--- src/dbg_trig_pkg.sv ---
// Constants for the debug trigger and run-status block.
// Assumes a classic Wishbone slave with 32-bit data, registers in low byte.
// Function
// - Setup writable only while disarmed; bits 5:4 zero
// - Execution qualify routes matches through opcode tracking
// - Start select: circular fill or trigger-started storage
// - Event-only modes always behave as begin trace
// - Modes 0-2: A, A or B, A then B
// - Modes 3-4: store every B, after A
// - Modes 5-6: address A with data B / not B
// - Modes 7-8: inside or outside address range
// - Mode codes 9 to 15 never trigger
// - A hit flag clears at start, sets on match
// - B hit flag clears at start, sets on match
// - Run active flag mirrors capture enable bit
// - Run ends on full (begin) or trigger (end)
// - Writing zero to enable bits ends run
// - Valid count clears at start, latched at end
// - Valid count unchanged by FIFO reads
// - Run status is read only
// - Low byte read advances FIFO while disarmed; high does not
// - Break request: end trace on trigger, begin on full
package dbg_trig_pkg;
    // Byte addresses of the register words
    localparam logic [7:0] OFS_CONTROL = 8'h00;
    localparam logic [7:0] OFS_TRIGGER_SETUP = 8'h04;
    localparam logic [7:0] OFS_RUN_STATUS = 8'h08;
    localparam logic [7:0] OFS_FIFO_HIGH_BYTE = 8'h0C;
    localparam logic [7:0] OFS_FIFO_LOW_BYTE = 8'h10;
    // Control register fields
    localparam int CTL_DEBUG_UNIT_ENABLE = 7;
    localparam int CTL_CAPTURE_ENABLE = 6;
    localparam int CTL_BREAK_TAG = 5;
    localparam int CTL_BREAK_REQUEST_ENABLE = 4;
    // Trigger setup fields
    localparam int TS_EXECUTION_QUALIFY_SELECT = 7;
    localparam int TS_START_ON_TRIGGER = 6;
    localparam logic [7:0] TS_WRITE_MASK = 8'hCF;
    // Run status fields
    localparam int RS_A_HIT = 7;
    localparam int RS_B_HIT = 6;
    localparam int RS_RUN_ACTIVE = 5;
    // Values after reset
    localparam logic [7:0] CONTROL_RESET = 8'h00;
    localparam logic [7:0] TRIGGER_SETUP_RESET = 8'h00;
    localparam logic [3:0] VALID_COUNT_RESET = 4'h0;
    // Trigger mode field encodings
    typedef enum logic [3:0] {
        MODE_A_ONLY = 4'h0,
        MODE_A_OR_B = 4'h1,
        MODE_A_THEN_B = 4'h2,
        MODE_EVENT_B = 4'h3,
        MODE_A_THEN_EVENT_B = 4'h4,
        MODE_A_AND_DATA_B = 4'h5,
        MODE_A_AND_NOT_DATA_B = 4'h6,
        MODE_INSIDE_RANGE = 4'h7,
        MODE_OUTSIDE_RANGE = 4'h8
    } trig_mode_t;
    // Sequence tracker for the two-step modes
    typedef enum logic {
        SEQ_WAIT_A = 1'b0,
        SEQ_A_SEEN = 1'b1
    } seq_state_t;
endpackage

--- src/debug_trigger_status_control.sv ---
// Trigger selection, run control and status of the debug trace unit.
// Assumes comparator, opcode tracking and FIFO logic on the same clock.
//
// Local design decisions: the Wishbone slave port and the address map.
`timescale 1ns/1ps
module debug_trigger_status_control
    import dbg_trig_pkg::*;
#(
    parameter int COUNT_W = 4 // Width of the valid word count
) (
    input wire logic clk_sys,
    input wire logic sys_rst,
    // Classic Wishbone slave
    input wire logic wb_cyc_i,
    input wire logic wb_stb_i,
    input wire logic wb_we_i,
    input wire logic [7:0] wb_adr_i,
    input wire logic [3:0] wb_sel_i,
    input wire logic [31:0] wb_dat_i,
    output logic [31:0] wb_dat_o,
    output logic wb_ack_o,
    // Bus watch inputs from the comparators
    input wire logic bus_cycle,
    input wire logic match_a,
    input wire logic match_b,
    input wire logic data_match_b,
    input wire logic addr_below_a,
    input wire logic addr_above_b,
    // Opcode tracking: the opcode at the matched address executed
    input wire logic exec_a,
    input wire logic exec_b,
    // FIFO side
    input wire logic fifo_full,
    input wire logic [COUNT_W-1:0] fifo_count,
    input wire logic [7:0] fifo_low_byte,
    input wire logic [7:0] fifo_high_byte,
    output logic fifo_advance,
    output logic store_enable,
    output logic store_event,
    output logic fifo_clear,
    // CPU break request
    output logic break_request,
    output logic break_tag
);

    // The count must hold 0 to 8 and fit the status field
    if (COUNT_W != 4) begin : g_count_w_check
        $error("COUNT_W must be 4");
    end

    logic [7:0] control_q; // Enable, capture enable, tag, break enable
    logic [7:0] trigger_setup_q; // Qualify, start select, mode
    logic a_hit_q; // Comparator A hit since arming
    logic b_hit_q; // Comparator B hit since arming
    logic [3:0] valid_count_q; // Words valid at end of run
    logic storing_q; // Begin trace has started storing
    seq_state_t seq_q; // A-then-B progress
    logic ack_q;
    logic [31:0] rdata_q;
    logic advance_q;
    logic store_en_q;
    logic store_evt_q;
    logic clear_q;
    logic brk_q;

    // Bus decode; a request completes on the edge where ack is high
    logic req;
    logic wr_fire;
    logic rd_fire;
    assign req = wb_cyc_i & wb_stb_i;
    assign wr_fire = req & wb_we_i & ack_q & wb_sel_i[0];
    assign rd_fire = req & ~wb_we_i & ack_q;

    logic armed;
    logic unit_en;
    assign armed = control_q[CTL_CAPTURE_ENABLE];
    assign unit_en = control_q[CTL_DEBUG_UNIT_ENABLE];

    // Run start: a write that sets capture enable with the unit enabled
    logic ctl_wr;
    logic run_start;
    logic manual_stop;
    assign ctl_wr = wr_fire & (wb_adr_i == OFS_CONTROL);
    assign run_start = ctl_wr & wb_dat_i[CTL_CAPTURE_ENABLE]
                     & wb_dat_i[CTL_DEBUG_UNIT_ENABLE] & ~armed;
    assign manual_stop = ctl_wr & armed & (~wb_dat_i[CTL_CAPTURE_ENABLE]
                       | ~wb_dat_i[CTL_DEBUG_UNIT_ENABLE]);

    // Qualified matches: tag type waits for the opcode to execute
    logic qual;
    logic ma;
    logic mb;
    assign qual = trigger_setup_q[TS_EXECUTION_QUALIFY_SELECT];
    assign ma = qual ? exec_a : match_a;
    assign mb = qual ? exec_b : match_b;

    // Each bus cycle is sampled once, and only during a run
    logic sample;
    assign sample = bus_cycle & armed & unit_en;

    trig_mode_t mode;
    assign mode = trig_mode_t'(trigger_setup_q[3:0]);

    // Trigger and event decode per mode
    logic trig;
    logic evt;
    logic event_only;
    always_comb begin
        trig = 1'b0;
        evt = 1'b0;
        event_only = 1'b0;
        case (mode)
            MODE_A_ONLY: begin
                trig = ma;
            end
            MODE_A_OR_B: begin
                trig = ma | mb;
            end
            MODE_A_THEN_B: begin
                trig = (seq_q == SEQ_A_SEEN) & mb;
            end
            MODE_EVENT_B: begin
                event_only = 1'b1;
                evt = mb;
            end
            MODE_A_THEN_EVENT_B: begin
                event_only = 1'b1;
                evt = (seq_q == SEQ_A_SEEN) & mb;
            end
            MODE_A_AND_DATA_B: begin
                trig = ma & data_match_b;
            end
            MODE_A_AND_NOT_DATA_B: begin
                trig = ma & ~data_match_b;
            end
            MODE_INSIDE_RANGE: begin
                trig = ~addr_below_a & ~addr_above_b;
            end
            MODE_OUTSIDE_RANGE: begin
                trig = addr_below_a | addr_above_b;
            end
            default: begin
                // Codes 9 to 15 are silent
                trig = 1'b0;
            end
        endcase
    end

    // Event-only modes force a begin trace
    logic begin_trace;
    assign begin_trace = trigger_setup_q[TS_START_ON_TRIGGER]
                       | event_only;

    // Run end by the hardware itself
    logic auto_end;
    logic full_end;
    logic trig_end;
    assign full_end = armed & unit_en & begin_trace & fifo_full;
    assign trig_end = sample & ~begin_trace & trig;
    assign auto_end = full_end | trig_end;

    // Wishbone acknowledge: one cycle after the request, dropped after
    always_ff @(posedge clk_sys) begin
        if (sys_rst) begin
            ack_q <= 1'b0;
        end else begin
            ack_q <= req & ~ack_q;
        end
    end

    // Read data is captured as ack rises; unmapped reads give zero
    always_ff @(posedge clk_sys) begin
        if (sys_rst) begin
            rdata_q <= 32'h0000_0000;
        end else if (req & ~ack_q & ~wb_we_i) begin
            case (wb_adr_i)
                OFS_CONTROL: begin
                    rdata_q <= {24'h000000, control_q};
                end
                OFS_TRIGGER_SETUP: begin
                    // Bits 5:4 are never stored, so read zero
                    rdata_q <= {24'h000000, trigger_setup_q};
                end
                OFS_RUN_STATUS: begin
                    rdata_q <= {24'h000000, a_hit_q, b_hit_q,
                                armed & unit_en, 1'b0,
                                valid_count_q};
                end
                OFS_FIFO_HIGH_BYTE: begin
                    // Event-only data lives in the low byte alone
                    rdata_q <= {24'h000000,
                                event_only ? 8'h00 : fifo_high_byte};
                end
                OFS_FIFO_LOW_BYTE: begin
                    rdata_q <= {24'h000000, fifo_low_byte};
                end
                default: begin
                    rdata_q <= 32'h0000_0000;
                end
            endcase
        end
    end

    // Control register; the capture enable also falls at run end
    always_ff @(posedge clk_sys) begin
        if (sys_rst) begin
            control_q <= CONTROL_RESET;
        end else if (ctl_wr) begin
            // Capture enable needs the unit enabled in the same write
            control_q <= {wb_dat_i[7],
                          wb_dat_i[6] & wb_dat_i[7] & ~auto_end,
                          wb_dat_i[5:4], 4'h0};
        end else if (auto_end) begin
            control_q[CTL_CAPTURE_ENABLE] <= 1'b0;
        end
    end

    // Trigger setup: frozen while a run is armed
    always_ff @(posedge clk_sys) begin
        if (sys_rst) begin
            trigger_setup_q <= TRIGGER_SETUP_RESET;
        end else if (wr_fire & (wb_adr_i == OFS_TRIGGER_SETUP) & ~armed) begin
            trigger_setup_q <= wb_dat_i[7:0] & TS_WRITE_MASK;
        end
    end
    // Run status has no write path at all

    // Hit flags: cleared at start, set by qualified matches while running
    always_ff @(posedge clk_sys) begin
        if (sys_rst) begin
            a_hit_q <= 1'b0;
            b_hit_q <= 1'b0;
        end else if (run_start) begin
            a_hit_q <= 1'b0;
            b_hit_q <= 1'b0;
        end else if (sample) begin
            a_hit_q <= a_hit_q | ma;
            b_hit_q <= b_hit_q | mb;
        end
    end

    // A-then-B sequencing restarts with every run
    always_ff @(posedge clk_sys) begin
        if (sys_rst) begin
            seq_q <= SEQ_WAIT_A;
        end else if (run_start) begin
            seq_q <= SEQ_WAIT_A;
        end else if (sample & ma) begin
            seq_q <= SEQ_A_SEEN;
        end
    end

    // Begin trace storage starts at the trigger; end trace stores at once
    always_ff @(posedge clk_sys) begin
        if (sys_rst) begin
            storing_q <= 1'b0;
        end else if (run_start | ~armed) begin
            storing_q <= 1'b0;
        end else if (sample & trig) begin
            storing_q <= 1'b1;
        end
    end

    // Storage controls to the FIFO datapath
    always_ff @(posedge clk_sys) begin
        if (sys_rst) begin
            store_en_q <= 1'b0;
            store_evt_q <= 1'b0;
            clear_q <= 1'b0;
        end else begin
            // End trace fills circularly until the trigger
            store_en_q <= armed & unit_en & ~auto_end & ~event_only
                        & (~begin_trace | storing_q | (sample & trig));
            store_evt_q <= sample & evt & ~fifo_full;
            clear_q <= run_start;
        end
    end

    // Valid count: cleared at start, latched at run end only
    always_ff @(posedge clk_sys) begin
        if (sys_rst) begin
            valid_count_q <= VALID_COUNT_RESET;
        end else if (run_start) begin
            valid_count_q <= VALID_COUNT_RESET;
        end else if (auto_end | manual_stop) begin
            valid_count_q <= fifo_count;
        end
        // FIFO reads never touch it; host keeps its own tally
    end

    // Low-byte reads advance the FIFO; held off while armed
    always_ff @(posedge clk_sys) begin
        if (sys_rst) begin
            advance_q <= 1'b0;
        end else begin
            advance_q <= rd_fire & (wb_adr_i == OFS_FIFO_LOW_BYTE)
                       & ~armed;
        end
    end

    // Break request: one pulse at the run-ending event
    always_ff @(posedge clk_sys) begin
        if (sys_rst) begin
            brk_q <= 1'b0;
        end else begin
            brk_q <= control_q[CTL_BREAK_REQUEST_ENABLE]
                   & auto_end;
        end
    end

    assign wb_ack_o = ack_q;
    assign wb_dat_o = rdata_q;
    assign fifo_advance = advance_q;
    assign store_enable = store_en_q;
    assign store_event = store_evt_q;
    assign fifo_clear = clear_q;
    assign break_request = brk_q;
    assign break_tag = control_q[CTL_BREAK_TAG];

endmodule

--- config.mk ---
export PLATFORM = sky130hd
export DESIGN_NAME = debug_trigger_status_control
export DESIGN_NICKNAME = d
export VERILOG_FILES = /design/src/dbg_trig_pkg.sv /design/src/debug_trigger_status_control.sv
export SDC_FILE = /design/constraint.sdc
export NUM_CORES = 1
export LEC_CHECK = 0
export BUFFER_PORTS_ARGS = -buffer_cell sky130_fd_sc_hd__buf_2
export CAP_MARGIN = 20
export CORE_MARGIN = 8
export CORE_UTILIZATION = 45
export DETAILED_ROUTE_END_ITERATION = 16
export PLACE_DENSITY = 0.85
export SYNTH_ARGS = -nofsm -noshare
export SYNTH_HDL_FRONTEND = slang
export SYNTH_SLANG_ARGS = --single-unit
--- constraint.sdc ---
create_clock -name clk_sys -period 4 [get_ports clk_sys]
set_input_delay 0.6 -clock clk_sys [delete_from_list [all_inputs] [get_ports clk_sys]]
set_output_delay 0.6 -clock clk_sys [all_outputs]
set_load 0.1 [all_outputs]
==> impl_metrics.yaml, run 1 <==
status:
  status: "complete, no violations"
grt:
  antenna_found_initial: 0
  grt_remaining_overflow: 0
  grt_max_degree: 27
  grt_pass1_wl_mm: 8.00
  grt_use_total_pct: 15.6
  first_global_vias: 1758
synth:
  ys_seq_elements: 32
  synth_edf_count: 0
  ys_types: 47
  async_flop_share_pct: 0
  yosys_warnings: 0
  yosysTopAreaCellShare_pct: 33.5
  yosysTopAreaCell: "dfxtp_1"
  ys.flop_type: "dfxtp_1"
  postSynthAreaPerCell_um2: 8.98
  syn_inst: 213
  synth.cell_area_mm2: 0.00191
  synthTopCellsByArea: "dfxtp_1 (33%), buf_4 (10%), nand2_1 (6.1%), mux2i_1 (4.7%), nor2_1 (4.7%)"
  synth_seq_area_share_pct: 33.5
detailed_routing:
  ant_nets: 0
  wl_mm: 4.98
  vias_per_cell: 5.23
  drt_iter0_markers: 79
  dr.pass1.iters: 4
  wire_per_inst_um: 15.4
  vias: 1695
  route.detailed.drc: 0
timing:
  report.final.setup_viol: 0
  fin_crit_ps: 2100
  period_share_pct: 52.5
  setup_slack_ps: 1900
  slew_violations: 0
  hold_viol: 0
  slew_headroom_pct: 38.5
  tightest_slew_ps: 915
  fin_worst_skew_ps: 7.92
  rsz0062_at_grt: "false"
  setup_tns_ps: 0
  fmax_mhz: 476
worst_setup_path:
  crit_type: "in2reg"
  cp_max_fo: 12
  crit_arrival_ps: 2310
  reg2reg_slack_ps: 2040
  end_kind: "flip-flop"
  start_kind: "input pin"
  crit_path_start: "wb_adr_i[5]"
  r2r-start: "trigger_setup_q[2]"
  critPathRequiredTime_ps: 4210
  r2r-end: "valid_count_q[1]"
  rr_worst_depth: 6
floorplanning:
  row_count: 23
  die_y_um: 81.2
  io_pins: 117
  core-area_mm2: 0.00406
  die_area_mm2: 0.00659
  fp.dieW_um: 81.2
  initial_core_util_pct: 47.1
clocking:
  cts-root-buf: "clkbuf_8"
  holdBufCountCts: 0
  cts_setup_buffers: 0
  clkSinkCount: 32
  clk_latency_ps: 290
  cts_tree: "built"
  clkTransAtPathRegs_ps: 70
  cts_buffers: 5
  cts-resized-gates: 0
  cts_max_path_buffers: 2
  ctsHtreeMaxLevel: 2
layout:
  drive_above_1_share_pct: 33.9
  nets: 351
  antenna_cells: 0
  area_growth_pct: 18.6
hold_path:
  min-delay-path-class: "reg2reg"
  whs_endpoint: "a_hit_q"
  worstHoldStart: "a_hit_q"
  whs_path_depth: 1
pwr:
  leakage_nw: 0.987
  peakVddDrop_mv: 0.182
  power_density_mw_per_mm2: 380
place:
  hpwlAfterDp_mm: 4.00
  place.gp.congestion: 0.823
  pre_cts_slack_ps: 1590
  io_buffers: 65
flow_run:
  cap_violations: 0
through the flow:
step           cells  cell area [um2]  utilization [%]  power, mW  hold slack, ps
2_1_floorplan    236             2000                -      0.506             438
3_3_place_gp     316             2140             52.8      0.523             453
3_5_place_dp     316             2140             52.8      0.525             459
4_1_cts          324             2270             55.9      0.866             477
5_1_grt          324             2270             55.9      0.894             497
6_report         324             2270             55.9      0.862             473
kinds of logic after synthesis:
kind of cell	after synthesis	synth area share (%)
DFF	32	33.5
other	1	0.196
buffers and inverters	36	12.9
AOI/OAI and AO/OA	37	19.3
muxes	9	4.71
and+or+nand+nor	98	29.4
registers in the layout, summed over array words and instances, names as in the netlist:
signal           flops
a_hit_q              1
b_hit_q              1
break_request        1
control_q            4
fifo_advance         1
fifo_clear           1
seq_q                1
store_enable         1
store_event          1
storing_q            1
trigger_setup_q      6
valid_count_q        4
wb_ack_o             1
wb_dat_o             8
layout by cell type (no fill, tap or decap), types with 3 or more instances in the layout:
cell and n:
a221oi_1 8, conb_1 24, nand3_1 9, nor3_1 7, clkbuf_8 7, nand2_1 31, nor2_1 24, dfxtp_1 32
o21a_1 3, buf_2 65, a311oi_2 5, a21oi_1 8, mux2i_1 9, nor4_1 3
how the worst max path moves through the flow:
stage	depth (start not counted)	slack, ps	to
finish	7	1900	wb_dat_o[3]
CTS	7	1880	wb_dat_o[0]
detailed placement	7	1590	wb_dat_o[3]
global route	7	1690	wb_dat_o[7]
floorplan	7	1680	valid_count_q[1]
global placement	7	1650	wb_dat_o[6]
worst max-delay path, stage by stage:
cell and delay (ps):
buf_2 100, or3_4 420, nor4_4 220, nand2_2 130, nor2_2 420, nand2_1 150
a311oi_2 270
cell type report:
type,count,area [um2]
Tap cell,50,62.6
Clock buffer,7,96.3
Inverter,1,3.75
Fill cell,363,1790
Multi-Input combinational cell,168,1110
Timing Repair Buffer,65,325
Sequential cell,32,641
Clock inverter,1,30.0
per-layer routing:
metal  wire [um]  vias to the layer above  track usage, %
met5           0                        -               0
met2        2450                       68            25.3
met3         524                       10            7.51
met4          97                        0            6.96
met1        1920                      774            17.0
li1            -                      843               -
report_power, final:
group	total (mW)	switching, mW	internal, mW
clock network	0.343	0.123	0.220
logic	0.194	0.162	0.0320
registers	0.325	0.00221	0.323
cells in the mapped netlist, types with 5 or more instances:
| cell type | n |
|---|---|
| dfxtp_1 | 32 |
| a221oi_1 | 8 |
| a21oi_1 | 8 |
| clkbuf_1 | 6 |
| a311oi_2 | 5 |
| nor3_1 | 7 |
| buf_4 | 26 |
| nand3_1 | 9 |
| nor2_1 | 24 |
| nand2_1 | 31 |
| mux2i_1 | 9 |
Power figures use the tool's default switching activity.
==> run 2: changes to the inputs <==
--- a/config.mk
+++ b/config.mk
@@ -8,9 +8,9 @@
 export BUFFER_PORTS_ARGS = -buffer_cell sky130_fd_sc_hd__buf_2
 export CAP_MARGIN = 20
 export CORE_MARGIN = 8
-export CORE_UTILIZATION = 45
+export CORE_UTILIZATION = 39
 export DETAILED_ROUTE_END_ITERATION = 16
-export PLACE_DENSITY = 0.85
+export PLACE_DENSITY = 0.79
 export SYNTH_ARGS = -nofsm -noshare
 export SYNTH_HDL_FRONTEND = slang
 export SYNTH_SLANG_ARGS = --single-unit
==> constraint.sdc (replaced) <==
create_clock -name clk_sys -period 1.9 [get_ports clk_sys]
set_input_delay 0.285 -clock clk_sys [delete_from_list [all_inputs] [get_ports clk_sys]]
set_output_delay 0.285 -clock clk_sys [all_outputs]
set_load 0.1 [all_outputs]
==> run 2 against run 1 <==
- sequential share of layout area decreased by 1.6 points
- worst hold slack lost 240 ps
- via count is 4.8% higher
- wire length increased by 4.8%
- global-route usage down 1.5 points
- count of clock-buffer cells in the layout down 1
- cell count is 11% higher
- final area up 9.3%
==> impl_metrics.yaml, run 2 (same netlist as run 1, synthesis figures left out) <==
layout:
  area_growth_pct: 29.6
  multiInputGateArea_mm2: 0.00115
  final_common_cell: "buf_2"
  nets: 371
  antenna_cells: 0
  ff_latch_area_um2: 659
  fillers: 478
  largest_register_ffs: 8
  layout_common_cells: "buf_2 (65), nand2_1 (31), dfxtp_1 (27)"
  drive_above_1_share_pct: 41.8
  final_cells: 361
detailed_routing:
  vias_per_cell: 4.92
  ant_nets: 0
  route.detailed.drc: 0
  drt_iter0_markers: 96
  vias: 1777
  wire_per_inst_um: 14.5
  dr.pass1.iters: 4
  wl_mm: 5.22
grt:
  grt_pass1_wl_mm: 8.27
  first_global_vias: 1832
  grt_use_total_pct: 14.1
  antenna_found_initial: 1
  grt_max_degree: 17
  grt_remaining_overflow: 0
worst_setup_path:
  cp_max_fo: 4
  slowest_stage: "a2111oi_4"
  start_kind: "flip-flop"
  crit_arrival_ps: 1990
  critPathMaxStageDelay_ps: 460
  critPathRequiredTime_ps: 2120
  path_cells: "mux2i_4 -> nor2_2 -> a2111oi_4 -> o41ai_4 -> nor2_4 -> mux2i_1"
  crit_type: "reg2reg"
  end_kind: "flip-flop"
timing:
  report.final.setup_viol: 0
  fmax_mhz: 563
  hold-worst-slack_ps: 231
  rsz0062_at_grt: "true"
  hold_viol: 0
  slew_violations: 0
  fin_crit_ps: 1780
  period_share_pct: 93.5
  fin_worst_skew_ps: 2.23
floorplanning:
  row_count: 25
  fp.dieW_um: 86.0
  die_y_um: 86.0
  die_area_mm2: 0.00740
  io_pins: 117
  initial_core_util_pct: 40.5
  core-area_mm2: 0.00472
place:
  io_buffers: 65
  hpwlAfterDp_mm: 4.21
  place.gp.congestion: 0.890
  dp_cells: 347
flow_run:
  cap_violations: 0
clocking:
  cts-root-buf: "clkbuf_8"
  cts_tree: "built"
  clk_latency_ps: 280
  clkSinkCount: 32
  holdBufCountCts: 0
  ctsHtreeMaxLevel: 2
  cts_max_path_buffers: 2
  cts_buffers: 5
  clkTransAtPathRegs_ps: 70
status:
  status: "complete, no violations"
hold_path:
  min-delay-path-class: "in2reg"
pwr:
  power_density_mw_per_mm2: 705
  total_power_mw: 1.75
  peakVddDrop_mv: 0.318
  leakage_nw: 1.10
==> run 2: changes by cell type in the layout (fill, tap and decap cells not counted), moves of 2 or more <==
cell,delta
mux2i_1,-2
buf_4,+19
dfxtp_4,+5
nor2_2,+2
clkbuf_8,-2
dfxtp_1,-5
nor2_1,-3
==> run 2: power breakdown <==
part / internal [mW] / total [mW] / leakage [nW] / switching (mW)
combinational: 0.0760 / 0.421 / 0.778 / 0.345
clock: 0.389 / 0.650 / 0.0552 / 0.261
sequential: 0.673 / 0.678 / 0.263 / 0.00458
total: 1.14 / 1.75 / 1.10 / 0.610
==> run 2: metal layers <==
metal	GRT usage, %	vias up	wire length [um]
met5	0	-	8
met4	5.25	2	84
met3	6.49	10	541
met2	22.0	66	2420
li1	-	891	-
met1	16.4	808	2170
==> run 2: final cells by class <==
cell class | count | share of cell area (%)
multi-input combinational | 168 | 46.2
sequential | 32 | 26.6
timing repair buffer | 85 | 19.3
tap | 67 | 3.38
clock buffer | 6 | 2.93
clock inverter | 2 | 1.41
inverter | 1 | 0.151
==> run 2: worst max-delay path: cells and delay by family (launching register included) <==
family | cells | cell delay [ps]
AO/OA/AOI/OAI | 2 | 600
multiplexers | 2 | 440
flip-flops | 1 | 390
AND/OR/NAND/NOR | 2 | 280
==> run 2: path summary, 6_finish.rpt <==
check | start | to | slack (ps) | cells past startpoint
worst max-delay path | trigger_setup_q[7] | valid_count_q[2] | 120 | 6
worst min-delay path | wb_dat_i[4] | control_q[4] | 230 | 3
worst max register to register | trigger_setup_q[7] | valid_count_q[2] | 120 | 6
worst min register to register | wb_ack_o | wb_ack_o | 450 | 1
==> run 2: per-stage QoR <==
stage                     instance area, um2  setup slack, ps  TNS, ps  utilization, %
after global placement                  2270             18.9        0            48.1
after global routing                    2480            -11.9    -11.9            52.5
after CTS                               2380             32.2        0            50.5
final                                   2480              123        0            52.5
after detailed placement                2270            -36.2     -129            48.1
after floorplan                         2000             91.6        0               -
==> run 2: repair_timing <==
item                       4_1_cts  5_1_grt
setup buffers                    0        6
cloned                           0        0
gates resized for setup          3       17
setup endpoints to repair        5        5
pin swaps                        1        5
